### config.mk
export PLATFORM = sky130hd
export DESIGN_NAME = mem_cmd_device_flat
export DESIGN_NICKNAME = d
export VERILOG_FILES = /design/src/hdl/mem_cmd_pkg.sv /design/src/hdl/mem_cmd_if.sv /design/src/hdl/byte_skid_buf.sv /design/src/hdl/mem_cmd_device.sv /design/src/flat_wrapper.sv
export SDC_FILE = /design/constraint.sdc
export NUM_CORES = 2
export LEC_CHECK = 0
export BUFFER_PORTS_ARGS = -buffer_cell sky130_fd_sc_hd__buf_2
export CAP_MARGIN = 20
export CORE_ASPECT_RATIO = 1.4
export CORE_MARGIN = 5
export CORE_UTILIZATION = 40
export CTS_BUF_LIST = sky130_fd_sc_hd__clkbuf_4
export DETAILED_ROUTE_END_ITERATION = 8
export GPL_TIMING_DRIVEN = 0
export PLACE_DENSITY = 0.67
export SKIP_LAST_GASP = 1
export SYNTH_ARGS = -nofsm -noshare
export SYNTH_HDL_FRONTEND = slang
export SYNTH_SLANG_ARGS = --single-unit
### constraint.sdc
create_clock -name clk -period 5.1 [get_ports clk]
set_input_delay 0.51 -clock clk [delete_from_list [all_inputs] [get_ports clk]]
set_output_delay 0.51 -clock clk [all_outputs]
set_load 0.05 [all_outputs]
### src/hdl/mem_cmd_pkg.sv
// Shared constants for both ends.
// Assumes one clock and sync reset.
package mem_cmd_pkg;
  // ==========================================================================
  // Command and response codes
  localparam logic [7:0] CMD_WRITE = 8'h02;
  localparam logic [7:0] CMD_ERASE_WRITE = 8'h03;
  localparam logic [7:0] CMD_READ = 8'h04;
  localparam logic [7:0] CMD_VERIFY = 8'h05;
  localparam logic [7:0] CMD_VERIFY_BOOT = 8'h06;
  localparam logic [7:0] RSP_WRITE = 8'h82;
  localparam logic [7:0] RSP_ERASE_WRITE = 8'h83;
  localparam logic [7:0] RSP_READ = 8'h84;
  localparam logic [7:0] RSP_VERIFY = 8'h85;
  localparam logic [7:0] RSP_VERIFY_BOOT = 8'h86;
  // ==========================================================================
  // Field positions and values
  localparam int FAIL_BIT = 0;
  localparam logic [7:0] STATUS_OK = 8'h00;
  localparam logic [7:0] STATUS_FAIL = 8'h01;
  localparam logic [7:0] OPT_NONE = 8'h00;
  localparam logic [7:0] ERASED_BYTE = 8'hFF;
  localparam logic [7:0] IMAGE_MARK = 8'hA5;
  // ==========================================================================
  // Geometry defaults
  localparam int BLOCK_BYTES = 64;
  localparam int NUM_BLOCKS = 4;
  localparam int MAX_PAYLOAD = 32;
  localparam int BUF_DEPTH = 2;
endpackage

### src/hdl/mem_cmd_if.sv
// Link between the requester and the command handler.
// Header held with req_valid; payload streams apart.
`timescale 1ns/1ps
`default_nettype none
interface mem_cmd_if;
  // Request header.
  logic req_valid;
  logic req_ready;
  logic req_unicast;
  logic [7:0] req_src_ep;
  logic [7:0] command_code_field;
  logic [7:0] command_options_field;
  logic [15:0] block_index_field;
  logic [15:0] byte_offset_field;
  logic [15:0] byte_count_field;
  // Request payload bytes.
  logic wr_valid;
  logic wr_ready;
  logic [7:0] wr_data;
  // Response header and data.
  logic rsp_valid;
  logic rsp_ready;
  logic [7:0] rsp_dst_ep;
  logic [7:0] rsp_code;
  logic [7:0] response_status_field;
  logic [7:0] rsp_options;
  logic [15:0] rsp_block;
  logic [15:0] rsp_offset;
  logic [15:0] rsp_count;
  logic rd_valid;
  logic rd_ready;
  logic [7:0] rd_data;
  modport device (
    input req_valid, req_unicast, req_src_ep, command_code_field, command_options_field,
    input block_index_field, byte_offset_field, byte_count_field, wr_valid, wr_data,
    input rsp_ready, rd_ready,
    output req_ready, wr_ready, rsp_valid, rsp_dst_ep, rsp_code, response_status_field,
    output rsp_options, rsp_block, rsp_offset, rsp_count, rd_valid, rd_data
  );
  modport requester (
    output req_valid, req_unicast, req_src_ep, command_code_field, command_options_field,
    output block_index_field, byte_offset_field, byte_count_field, wr_valid, wr_data,
    output rsp_ready, rd_ready,
    input req_ready, wr_ready, rsp_valid, rsp_dst_ep, rsp_code, response_status_field,
    input rsp_options, rsp_block, rsp_offset, rsp_count, rd_valid, rd_data
  );
endinterface
`default_nettype wire

### src/hdl/byte_skid_buf.sv
// Two-entry byte buffer with valid and ready on both sides.
// Assumes a single clock.
`timescale 1ns/1ps
`default_nettype none
module byte_skid_buf #(
  parameter int WIDTH = 8,
  parameter int DEPTH = 2
) (
  // Clock and reset.
  input wire logic clk,
  input wire logic srst,
  // Fill side.
  input wire logic in_valid,
  output logic in_ready,
  input wire logic [WIDTH-1:0] in_data,
  // Drain side.
  output logic out_valid,
  input wire logic out_ready,
  output logic [WIDTH-1:0] out_data
);
  initial begin
    if (DEPTH != 2) $error("DEPTH must be 2");
  end
  logic [WIDTH-1:0] mem_r [2];
  logic wp_r;
  logic rp_r;
  logic [1:0] cnt_r;
  wire push = in_valid && in_ready;
  wire pop = out_valid && out_ready;
  assign in_ready = (cnt_r != 2'd2);
  assign out_valid = (cnt_r != 2'd0);
  assign out_data = mem_r[rp_r];
  always_ff @(posedge clk) begin
    if (srst) begin
      wp_r <= 1'b0;
      rp_r <= 1'b0;
      cnt_r <= 2'd0;
    end else begin
      if (push) wp_r <= ~wp_r;
      if (pop) rp_r <= ~rp_r;
      cnt_r <= cnt_r + {1'b0, push} - {1'b0, pop};
    end
  end
  always_ff @(posedge clk) begin
    if (push) mem_r[wp_r] <= in_data;
  end
endmodule // byte_skid_buf
`default_nettype wire

### src/hdl/mem_cmd_device.sv
// Command handler for the block-organised memory: write, erase-write, read, verify.
// Assumes headers held until req_ready, payload after.
// How it works
// Write requests answer code 82 or 83.
// Status bit zero set on failure.
// Write answer echoes block, offset; count zero.
// Read code 04 stays inside one block.
// Requester sends zero options for read, verify.
// Read request gives block, offset, count only.
// Requester keeps offset plus count within block; the requester passes it unchecked and the handler flags it.
// Requester keeps frame within payload limit.
// Read answers code 84 with bytes read.
// Answers only unicast, sent to source endpoint; a non-unicast read still streams its bytes on rd_valid.
// Verify codes 05, 06 check stored image.
// Valid image on install resets, boots new.
// Verify requests carry zero fields, no data.
// Code 03 erases whole block before writing.
// Verify answer 85, option bit zero invalid.
// Install answer 86 only when image invalid.
// Bad range or block: no access, error.
`timescale 1ns/1ps
`default_nettype none
module mem_cmd_device #(
  parameter int BLOCK_BYTES = mem_cmd_pkg::BLOCK_BYTES,
  parameter int NUM_BLOCKS = mem_cmd_pkg::NUM_BLOCKS
) (
  // Clock and reset.
  input wire logic clk,
  input wire logic srst,
  // Link to requester.
  mem_cmd_if.device lnk,
  // Firmware hand-off.
  output logic boot_new_image
);
  localparam int MEM_BYTES = BLOCK_BYTES * NUM_BLOCKS;
  localparam int AW = $clog2(MEM_BYTES);
  initial begin
    if (BLOCK_BYTES < 2 || BLOCK_BYTES > 32768 || NUM_BLOCKS < 1 || MEM_BYTES > 65536)
      $error("bad geometry");
  end
  typedef enum logic [2:0] {IDLE, ERASE, WRITE, READ, RESP, DRAIN, BOOT} state_e;
  state_e state_r;
  logic [7:0] mem_r [MEM_BYTES];
  logic [7:0] code_r;
  logic unicast_r;
  logic [7:0] ep_r;
  logic [15:0] blk_r;
  logic [15:0] off_r;
  logic [15:0] cnt_r;
  logic [15:0] idx_r;
  logic [7:0] status_r;
  logic [7:0] opt_r;
  logic boot_r;
  logic [7:0] rd_data_r;
  logic rd_pend_r;
  logic is_vf_r;
  // ==========================================================================
  // Request decode
  wire logic [16:0] span = {1'b0, lnk.byte_offset_field} + {1'b0, lnk.byte_count_field};
  wire logic range_bad = (lnk.block_index_field >= 16'(NUM_BLOCKS))
    || (span > 17'(BLOCK_BYTES));
  wire logic is_wr = lnk.command_code_field == mem_cmd_pkg::CMD_WRITE
    || lnk.command_code_field == mem_cmd_pkg::CMD_ERASE_WRITE;
  wire logic is_rd = lnk.command_code_field == mem_cmd_pkg::CMD_READ;
  wire logic is_vf = lnk.command_code_field == mem_cmd_pkg::CMD_VERIFY
    || lnk.command_code_field == mem_cmd_pkg::CMD_VERIFY_BOOT;
  wire logic [AW-1:0] base = AW'(32'(blk_r) * BLOCK_BYTES);
  wire logic [AW-1:0] addr = AW'(32'(base) + 32'(off_r) + 32'(idx_r));
  wire logic image_ok = mem_r[0] == mem_cmd_pkg::IMAGE_MARK;
  wire logic last = (idx_r + 16'd1) >= cnt_r;
  // ==========================================================================
  // Read data path through the two-entry buffer
  logic buf_in_ready;
  wire logic buf_push = (state_r == READ) && rd_pend_r;
  byte_skid_buf #(.WIDTH(8), .DEPTH(mem_cmd_pkg::BUF_DEPTH)) u_rd_buf (
    .clk(clk),
    .srst(srst),
    .in_valid(buf_push),
    .in_ready(buf_in_ready),
    .in_data(rd_data_r),
    .out_valid(lnk.rd_valid),
    .out_ready(lnk.rd_ready),
    .out_data(lnk.rd_data)
  );
  // ==========================================================================
  // Outputs
  assign lnk.req_ready = (state_r == IDLE);
  assign lnk.wr_ready = (state_r == WRITE) || (state_r == DRAIN);
  assign lnk.rsp_valid = (state_r == RESP) && unicast_r;
  assign lnk.rsp_dst_ep = ep_r;
  assign lnk.rsp_code = code_r | 8'h80;
  assign lnk.response_status_field = status_r;
  assign lnk.rsp_options = opt_r;
  assign lnk.rsp_block = is_vf_r ? 16'h0000 : blk_r;
  assign lnk.rsp_offset = is_vf_r ? 16'h0000 : off_r;
  assign lnk.rsp_count = (code_r == mem_cmd_pkg::CMD_READ && !status_r[0]) ? cnt_r : 16'h0000;
  assign boot_new_image = boot_r;
  // ==========================================================================
  // Sequencer
  always_ff @(posedge clk) begin
    if (srst) begin
      state_r <= IDLE;
      code_r <= 8'h00;
      unicast_r <= 1'b0;
      ep_r <= 8'h00;
      blk_r <= 16'h0000;
      off_r <= 16'h0000;
      cnt_r <= 16'h0000;
      idx_r <= 16'h0000;
      status_r <= mem_cmd_pkg::STATUS_OK;
      opt_r <= mem_cmd_pkg::OPT_NONE;
      boot_r <= 1'b0;
      rd_pend_r <= 1'b0;
      rd_data_r <= 8'h00;
      is_vf_r <= 1'b0;
    end else begin
      case (state_r)
        IDLE: begin
          if (lnk.req_valid) begin
            code_r <= lnk.command_code_field;
            unicast_r <= lnk.req_unicast;
            ep_r <= lnk.req_src_ep;
            blk_r <= lnk.block_index_field;
            off_r <= lnk.byte_offset_field;
            cnt_r <= lnk.byte_count_field;
            idx_r <= 16'h0000;
            opt_r <= mem_cmd_pkg::OPT_NONE;
            is_vf_r <= is_vf;
            status_r <= (is_wr || is_rd) && range_bad ? mem_cmd_pkg::STATUS_FAIL
              : (is_wr || is_rd || is_vf) ? mem_cmd_pkg::STATUS_OK : mem_cmd_pkg::STATUS_FAIL;
            if (is_vf) begin
              opt_r <= image_ok ? mem_cmd_pkg::OPT_NONE : mem_cmd_pkg::STATUS_FAIL;
              if (image_ok && lnk.command_code_field == mem_cmd_pkg::CMD_VERIFY_BOOT) begin
                state_r <= BOOT;
              end else begin
                state_r <= RESP;
              end
            end else if (is_wr && range_bad) begin
              state_r <= (lnk.byte_count_field != 16'h0000) ? DRAIN : RESP;
            end else if (is_wr) begin
              state_r <= (lnk.command_code_field == mem_cmd_pkg::CMD_ERASE_WRITE) ? ERASE
                : (lnk.byte_count_field != 16'h0000) ? WRITE : RESP;
            end else if (is_rd && !range_bad && lnk.byte_count_field != 16'h0000) begin
              state_r <= READ;
            end else begin
              state_r <= RESP;
            end
          end
        end
        ERASE: begin
          mem_r[AW'(32'(base) + 32'(idx_r))] <= mem_cmd_pkg::ERASED_BYTE;
          idx_r <= idx_r + 16'd1;
          if (idx_r == 16'(BLOCK_BYTES - 1)) begin
            idx_r <= 16'h0000;
            state_r <= (cnt_r != 16'h0000) ? WRITE : RESP;
          end
        end
        WRITE: begin
          if (lnk.wr_valid) begin
            mem_r[addr] <= lnk.wr_data;
            idx_r <= idx_r + 16'd1;
            if (last) state_r <= RESP;
          end
        end
        DRAIN: begin
          if (lnk.wr_valid) begin
            idx_r <= idx_r + 16'd1;
            if (last) state_r <= RESP;
          end
        end
        READ: begin
          if (!rd_pend_r) begin
            rd_data_r <= mem_r[addr];
            rd_pend_r <= 1'b1;
          end else if (buf_in_ready) begin
            rd_pend_r <= 1'b0;
            idx_r <= idx_r + 16'd1;
            if (last) state_r <= RESP;
          end
        end
        RESP: begin
          if (lnk.rsp_ready || !unicast_r) state_r <= IDLE;
        end
        BOOT: begin
          boot_r <= 1'b1;
        end
        default: state_r <= IDLE;
      endcase
    end
  end
endmodule // mem_cmd_device
`default_nettype wire

### src/flat_wrapper.sv
// flat-port wrapper written by rule: the top's interface ports become plain ports
module mem_cmd_device_flat 
#(
  parameter int BLOCK_BYTES = mem_cmd_pkg::BLOCK_BYTES,
  parameter int NUM_BLOCKS = mem_cmd_pkg::NUM_BLOCKS
)
  (clk, srst, boot_new_image, lnk_req_valid, lnk_req_unicast, lnk_req_src_ep, lnk_command_code_field, lnk_command_options_field, lnk_block_index_field, lnk_byte_offset_field, lnk_byte_count_field, lnk_wr_valid, lnk_wr_data, lnk_rsp_ready, lnk_rd_ready, lnk_req_ready, lnk_wr_ready, lnk_rsp_valid, lnk_rsp_dst_ep, lnk_rsp_code, lnk_response_status_field, lnk_rsp_options, lnk_rsp_block, lnk_rsp_offset, lnk_rsp_count, lnk_rd_valid, lnk_rd_data);
  mem_cmd_if lnk_i ();
  input wire logic clk;
  input wire logic srst;
  output logic boot_new_image;
  input wire logic [$bits(lnk_i.req_valid)-1:0] lnk_req_valid;
  input wire logic [$bits(lnk_i.req_unicast)-1:0] lnk_req_unicast;
  input wire logic [$bits(lnk_i.req_src_ep)-1:0] lnk_req_src_ep;
  input wire logic [$bits(lnk_i.command_code_field)-1:0] lnk_command_code_field;
  input wire logic [$bits(lnk_i.command_options_field)-1:0] lnk_command_options_field;
  input wire logic [$bits(lnk_i.block_index_field)-1:0] lnk_block_index_field;
  input wire logic [$bits(lnk_i.byte_offset_field)-1:0] lnk_byte_offset_field;
  input wire logic [$bits(lnk_i.byte_count_field)-1:0] lnk_byte_count_field;
  input wire logic [$bits(lnk_i.wr_valid)-1:0] lnk_wr_valid;
  input wire logic [$bits(lnk_i.wr_data)-1:0] lnk_wr_data;
  input wire logic [$bits(lnk_i.rsp_ready)-1:0] lnk_rsp_ready;
  input wire logic [$bits(lnk_i.rd_ready)-1:0] lnk_rd_ready;
  output wire logic [$bits(lnk_i.req_ready)-1:0] lnk_req_ready;
  output wire logic [$bits(lnk_i.wr_ready)-1:0] lnk_wr_ready;
  output wire logic [$bits(lnk_i.rsp_valid)-1:0] lnk_rsp_valid;
  output wire logic [$bits(lnk_i.rsp_dst_ep)-1:0] lnk_rsp_dst_ep;
  output wire logic [$bits(lnk_i.rsp_code)-1:0] lnk_rsp_code;
  output wire logic [$bits(lnk_i.response_status_field)-1:0] lnk_response_status_field;
  output wire logic [$bits(lnk_i.rsp_options)-1:0] lnk_rsp_options;
  output wire logic [$bits(lnk_i.rsp_block)-1:0] lnk_rsp_block;
  output wire logic [$bits(lnk_i.rsp_offset)-1:0] lnk_rsp_offset;
  output wire logic [$bits(lnk_i.rsp_count)-1:0] lnk_rsp_count;
  output wire logic [$bits(lnk_i.rd_valid)-1:0] lnk_rd_valid;
  output wire logic [$bits(lnk_i.rd_data)-1:0] lnk_rd_data;
  assign lnk_i.req_valid = lnk_req_valid;
  assign lnk_i.req_unicast = lnk_req_unicast;
  assign lnk_i.req_src_ep = lnk_req_src_ep;
  assign lnk_i.command_code_field = lnk_command_code_field;
  assign lnk_i.command_options_field = lnk_command_options_field;
  assign lnk_i.block_index_field = lnk_block_index_field;
  assign lnk_i.byte_offset_field = lnk_byte_offset_field;
  assign lnk_i.byte_count_field = lnk_byte_count_field;
  assign lnk_i.wr_valid = lnk_wr_valid;
  assign lnk_i.wr_data = lnk_wr_data;
  assign lnk_i.rsp_ready = lnk_rsp_ready;
  assign lnk_i.rd_ready = lnk_rd_ready;
  assign lnk_req_ready = lnk_i.req_ready;
  assign lnk_wr_ready = lnk_i.wr_ready;
  assign lnk_rsp_valid = lnk_i.rsp_valid;
  assign lnk_rsp_dst_ep = lnk_i.rsp_dst_ep;
  assign lnk_rsp_code = lnk_i.rsp_code;
  assign lnk_response_status_field = lnk_i.response_status_field;
  assign lnk_rsp_options = lnk_i.rsp_options;
  assign lnk_rsp_block = lnk_i.rsp_block;
  assign lnk_rsp_offset = lnk_i.rsp_offset;
  assign lnk_rsp_count = lnk_i.rsp_count;
  assign lnk_rd_valid = lnk_i.rd_valid;
  assign lnk_rd_data = lnk_i.rd_data;
  mem_cmd_device #(.BLOCK_BYTES(BLOCK_BYTES), .NUM_BLOCKS(NUM_BLOCKS)) u_core (.clk(clk), .srst(srst), .lnk(lnk_i), .boot_new_image(boot_new_image));
endmodule
==> metrics.csv <==
stage;metric;value;unit
run_status;status;finished with violations;
run_status;failing checks;negative setup slack;
timing;worst-margin pin slew;1.19;ns
yosys;Async SR Flop Fraction;0;%
timing;fmax;192;MHz
yosys;Synth area leaders;edfxtp_1 72%, mux4_2 16%, dfxtp_1 2.4%;
routing;highest routed layer;met5;
power;Net Switching;8520;uW
critical_path;Arr. time, crit path;6.03;ns
yosys;top-area cell type share of the netlist area;71.8;%
yosys;largest family of logic cells by synthesized area;multiplexers;
timing;final hold vios;0;
floorplanning;Starting Density;40.2;%
critical_path;Crit path buffers/inverters;5;
yosys;Synth Area in XOR/XNOR;0.394;%
global_routing;total track usage;25.5;%
critical_path;worst-case reg-to-reg path depth;14;
power;Max VDD drop;192;uV
critical_path;Crit Path Class;reg2reg;
floorplanning;CORE AREA;215000;um^2
global_routing;grt ovf;0;
timing;Slew Viols, Final;0;
critical_path;RR Startpoint;u_core.idx_r[0];
yosys;Gate Count Post-Synth;4322;
critical_path;Worst R2R End;u_core.mem_r[22][0];
floorplanning;Die W;403;um
power;pwr/cell area;341;nW/um^2
routing;Metal-1 WL;89.8;mm
clock_tree;H-tree depth;5;
timing;worst-case hold slack;0.145;ns
power;Pint;26300;uW
placed_design;DP HPWL;197;mm
clock_tree;CTS tree;built;
power;Clock power frac;37.6;%
timing;Final WS setup;-0.104;ns
yosys;mux contribution to synthesized area;17.2;%
critical_path;Startpoint Class;flop;
yosys;Post-Synth Simple-Gate Area;4.22;%
routing;Residual DRC;0;
critical_path;worst path cell trace;ha_1 -> ha_1 -> inv_1 -> fa_2 -> inv_1 -> a21oi_1 -> o21bai_1 -> xor2_1 -> clkbuf_2 -> o32ai_4 -> nand2_2 -> clkbuf_1 -> buf_8 -> nor2_2;
cells_and_area;nets;5388;
yosys;yosys warns;0;
yosys;leading area contributor after synthesis;edfxtp_1;
power;power share of the sequential group;55.2;%
critical_path;largest fanout on the critical path;10;
critical_path;worst setup path endpoint;u_core.mem_r[22][0];
timing;Worst Skew;0.126;ns
floorplanning;Die ar.;225000;um^2
routing;Routed WL;294;mm
yosys;flops & latches, synth;2166;
critical_path;CP required;5.93;ns
routing;via count;50797;
global_routing;largest net degree at the start of global routing;105;
clock_tree;Num CTS Buffers;468;
yosys;Post-synth EDFFs;2064;
critical_path;Crit path depth;14;
placed_design;GP Congestion;0.964;
timing;endpoints failing setup;121;
clock_tree;clock latency at the later pin of the worst-skew pair;1.30;ns
critical_path;R2R setup slack;-0.10;ns
clock_tree;Reg clk slew, reported paths;0.08;ns
routing;Via density;6.02;
yosys;Post-Synthesis Cell Area;86300;um^2
routing;WL met3;32.8;mm
cells_and_area;Synth-to-Final Area Change;18.3;%
routing;TritonRoute pass-1 iters;8;
power;Leakage;0.0384;uW
floorplanning;Die H;560;um
clock_tree;Max Buffers Root-to-Sink;4;
power;Sw Share;24.4;%
routing;Routed Antenna Nets;0;
floorplanning;num rows;201;
yosys;syn_area_per_cell;20.0;um^2
global_routing;initial antenna violation count;9;
job;Max Cap Violations;0;
critical_path;Worst Setup SP;u_core.idx_r[0];
yosys;complex-gate fraction of the synthesized area;1.75;%
yosys;Distinct cells, synth;71;
yosys;top_reg_cell synth;edfxtp_1;
critical_path;Crit. End Element;flop;
global_routing;first-pass GRT wire length;400;mm
hold_path;worst hold-check path type;in2reg;
timing;Tmin final;5.20;ns
yosys;sequential-to-total area share from yosys stat;74.2;%
cells_and_area;Layout fillers;17468;
routing;initial drt markers;7134;
placed_design;Port Buffer Count;155;
power;combinational share of power;7.2;%
routing;mean routed wirelength per cell;34.8;um
timing;RSZ-0062 raised after global routing;yes;
critical_path;slowest CP cell;o32ai_4;
global_routing;vias in the first global route;51498;
floorplanning;io pins;180;
placed_design;Post-Place Setup Slack;-1.67;ns
yosys;Post-Synth Adder-Cell Area;0.765;%
clock_tree;root buffer cell;clkbuf_4;
clock_tree;clock sink count;2166;
timing;Final Cycle Share;102;%
critical_path;CP peak stage delay;0.60;ns
critical_path;CP delay by family, top;buffers and inverters;
cells_and_area;fraction of layout cells with a size suffix above 1;36.3;%
timing;Max-slew headroom;20.6;%
routing;met2 wire length;141;mm
## power by group through the flow
stage                     logic [uW]  registers (uW)  clock network, uW
after floorplan                 1230           19600                  0
after global placement          2210           19600                  0
after detailed placement        2270           19600                  0
after CTS                       2430           19200              13200
after global routing            2540           19200              14100
final                           2520           19200              13100
## cell type report
| type | count | area (um^2) | area share [%] |
|---|---|---|---|
| inverters | 30 | 113 | 0.110 |
| clock buffers | 661 | 4960 | 4.86 |
| plain buffers | 257 | 1420 | 1.39 |
| repair buffers | 449 | 4370 | 4.28 |
| diodes | 10 | 25.0 | 0.0245 |
| well taps | 2842 | 3560 | 3.48 |
| multi-input cells | 1878 | 22800 | 22.4 |
| clock inverters | 151 | 846 | 0.828 |
| flip-flops and latches | 2166 | 64000 | 62.7 |
## metrics by stage
stage | setup TNS [ns] | utilization, % | cell area, um^2 | instances | total power [uW]
3_3_place_gp | - | 42.3 | 90700 | 7332 | 21800
6_report | -3.98 | 47.6 | 102000 | 8444 | 34900
2_1_floorplan | -18.93 | - | 86400 | 4335 | 20900
5_1_grt | -2.61 | 47.6 | 102000 | 8440 | 35900
4_1_cts | -31.33 | 47.3 | 102000 | 8423 | 34800
3_5_place_dp | -2400.05 | 43.0 | 92100 | 7395 | 21900
## sequential cells by signal, indices dropped and copies added (netlist names), 2 cells and up, named ones only
name                   count
u_core.cnt_r              16
u_core.lnk.rsp_dst_ep      8
u_core.state_r             3
u_core.blk_r              16
u_core.off_r              16
u_core.idx_r              16
u_core.u_rd_buf.cnt_r      2
u_core.code_r              8
u_core.mem_r            2048
u_core.rd_data_r           8
u_core.u_rd_buf.mem_r     16
## kinds of logic after synthesis
logic type               count (synthesis)
AND/OR/NAND/NOR                        824
adder cells (fa/ha/maj)                 51
multiplexers                           711
flip-flops                            2166
other                                    2
XOR/XNOR                                38
buffers and inverters                  291
AO/OA/AOI/OAI                          239
## Yosys cell counts (all sizes together) (22+ instances only)
master  number
nor2b       40
ha          48
mux2i       83
nor4        22
nand3       51
buf        120
dfxtp      102
edfxtp    2064
mux4       616
inv         30
nand2      288
clkbuf     141
a21oi      104
o21ai       39
nor2       311
## repair_timing
item | CTS | global route
pin swaps | 5 | 5
setup endpoints to repair | 2056 | 1173
setup buffers | 13 | 4
hold buffers | 207 | 0
resized for setup | 415 | 146
hold endpoints to repair | 217 | 0
## metal layers
layer	GRT usage [%]	vias to the layer above
met1	27.8	26059
met4	21.1	2
met5	0	-
met3	7.21	1077
met2	41.4	3854
li1	-	19805
## layout by cell type (no fill, tap or decap), drive strengths merged, types with 102 or more instances in the layout
master,instances
clkbuf,813
nand2,288
clkinv,134
buf,347
dlygate4sd3,207
nor2,311
a21oi,104
mux4,616
dfxtp,102
edfxtp,2064
## worst min-delay path by stage
stage | slack, ns | cells after the start | startpoint | end
2_1_floorplan | 0.43 | 0 | u_core.rd_data_r[0] | u_core.u_rd_buf.mem_r[0][0]
3_3_place_gp | 0.44 | 2 | u_core.blk_r[2] | u_core.blk_r[2]
3_5_place_dp | 0.44 | 2 | u_core.off_r[9] | u_core.off_r[9]
4_1_cts | 0.007 | 4 | lnk_byte_offset_field[12] | u_core.off_r[12]
5_1_grt | 0.10 | 4 | lnk_command_code_field[5] | u_core.code_r[5]
6_report | 0.14 | 4 | lnk_byte_offset_field[12] | u_core.off_r[12]
## worst min-delay path, delay by kind of cell
family,cells,cell delay [ns]
simple gates,1,0.06
compound gates,1,0.05
buf+inv,2,0.73
Power figures use the tool's default switching activity.
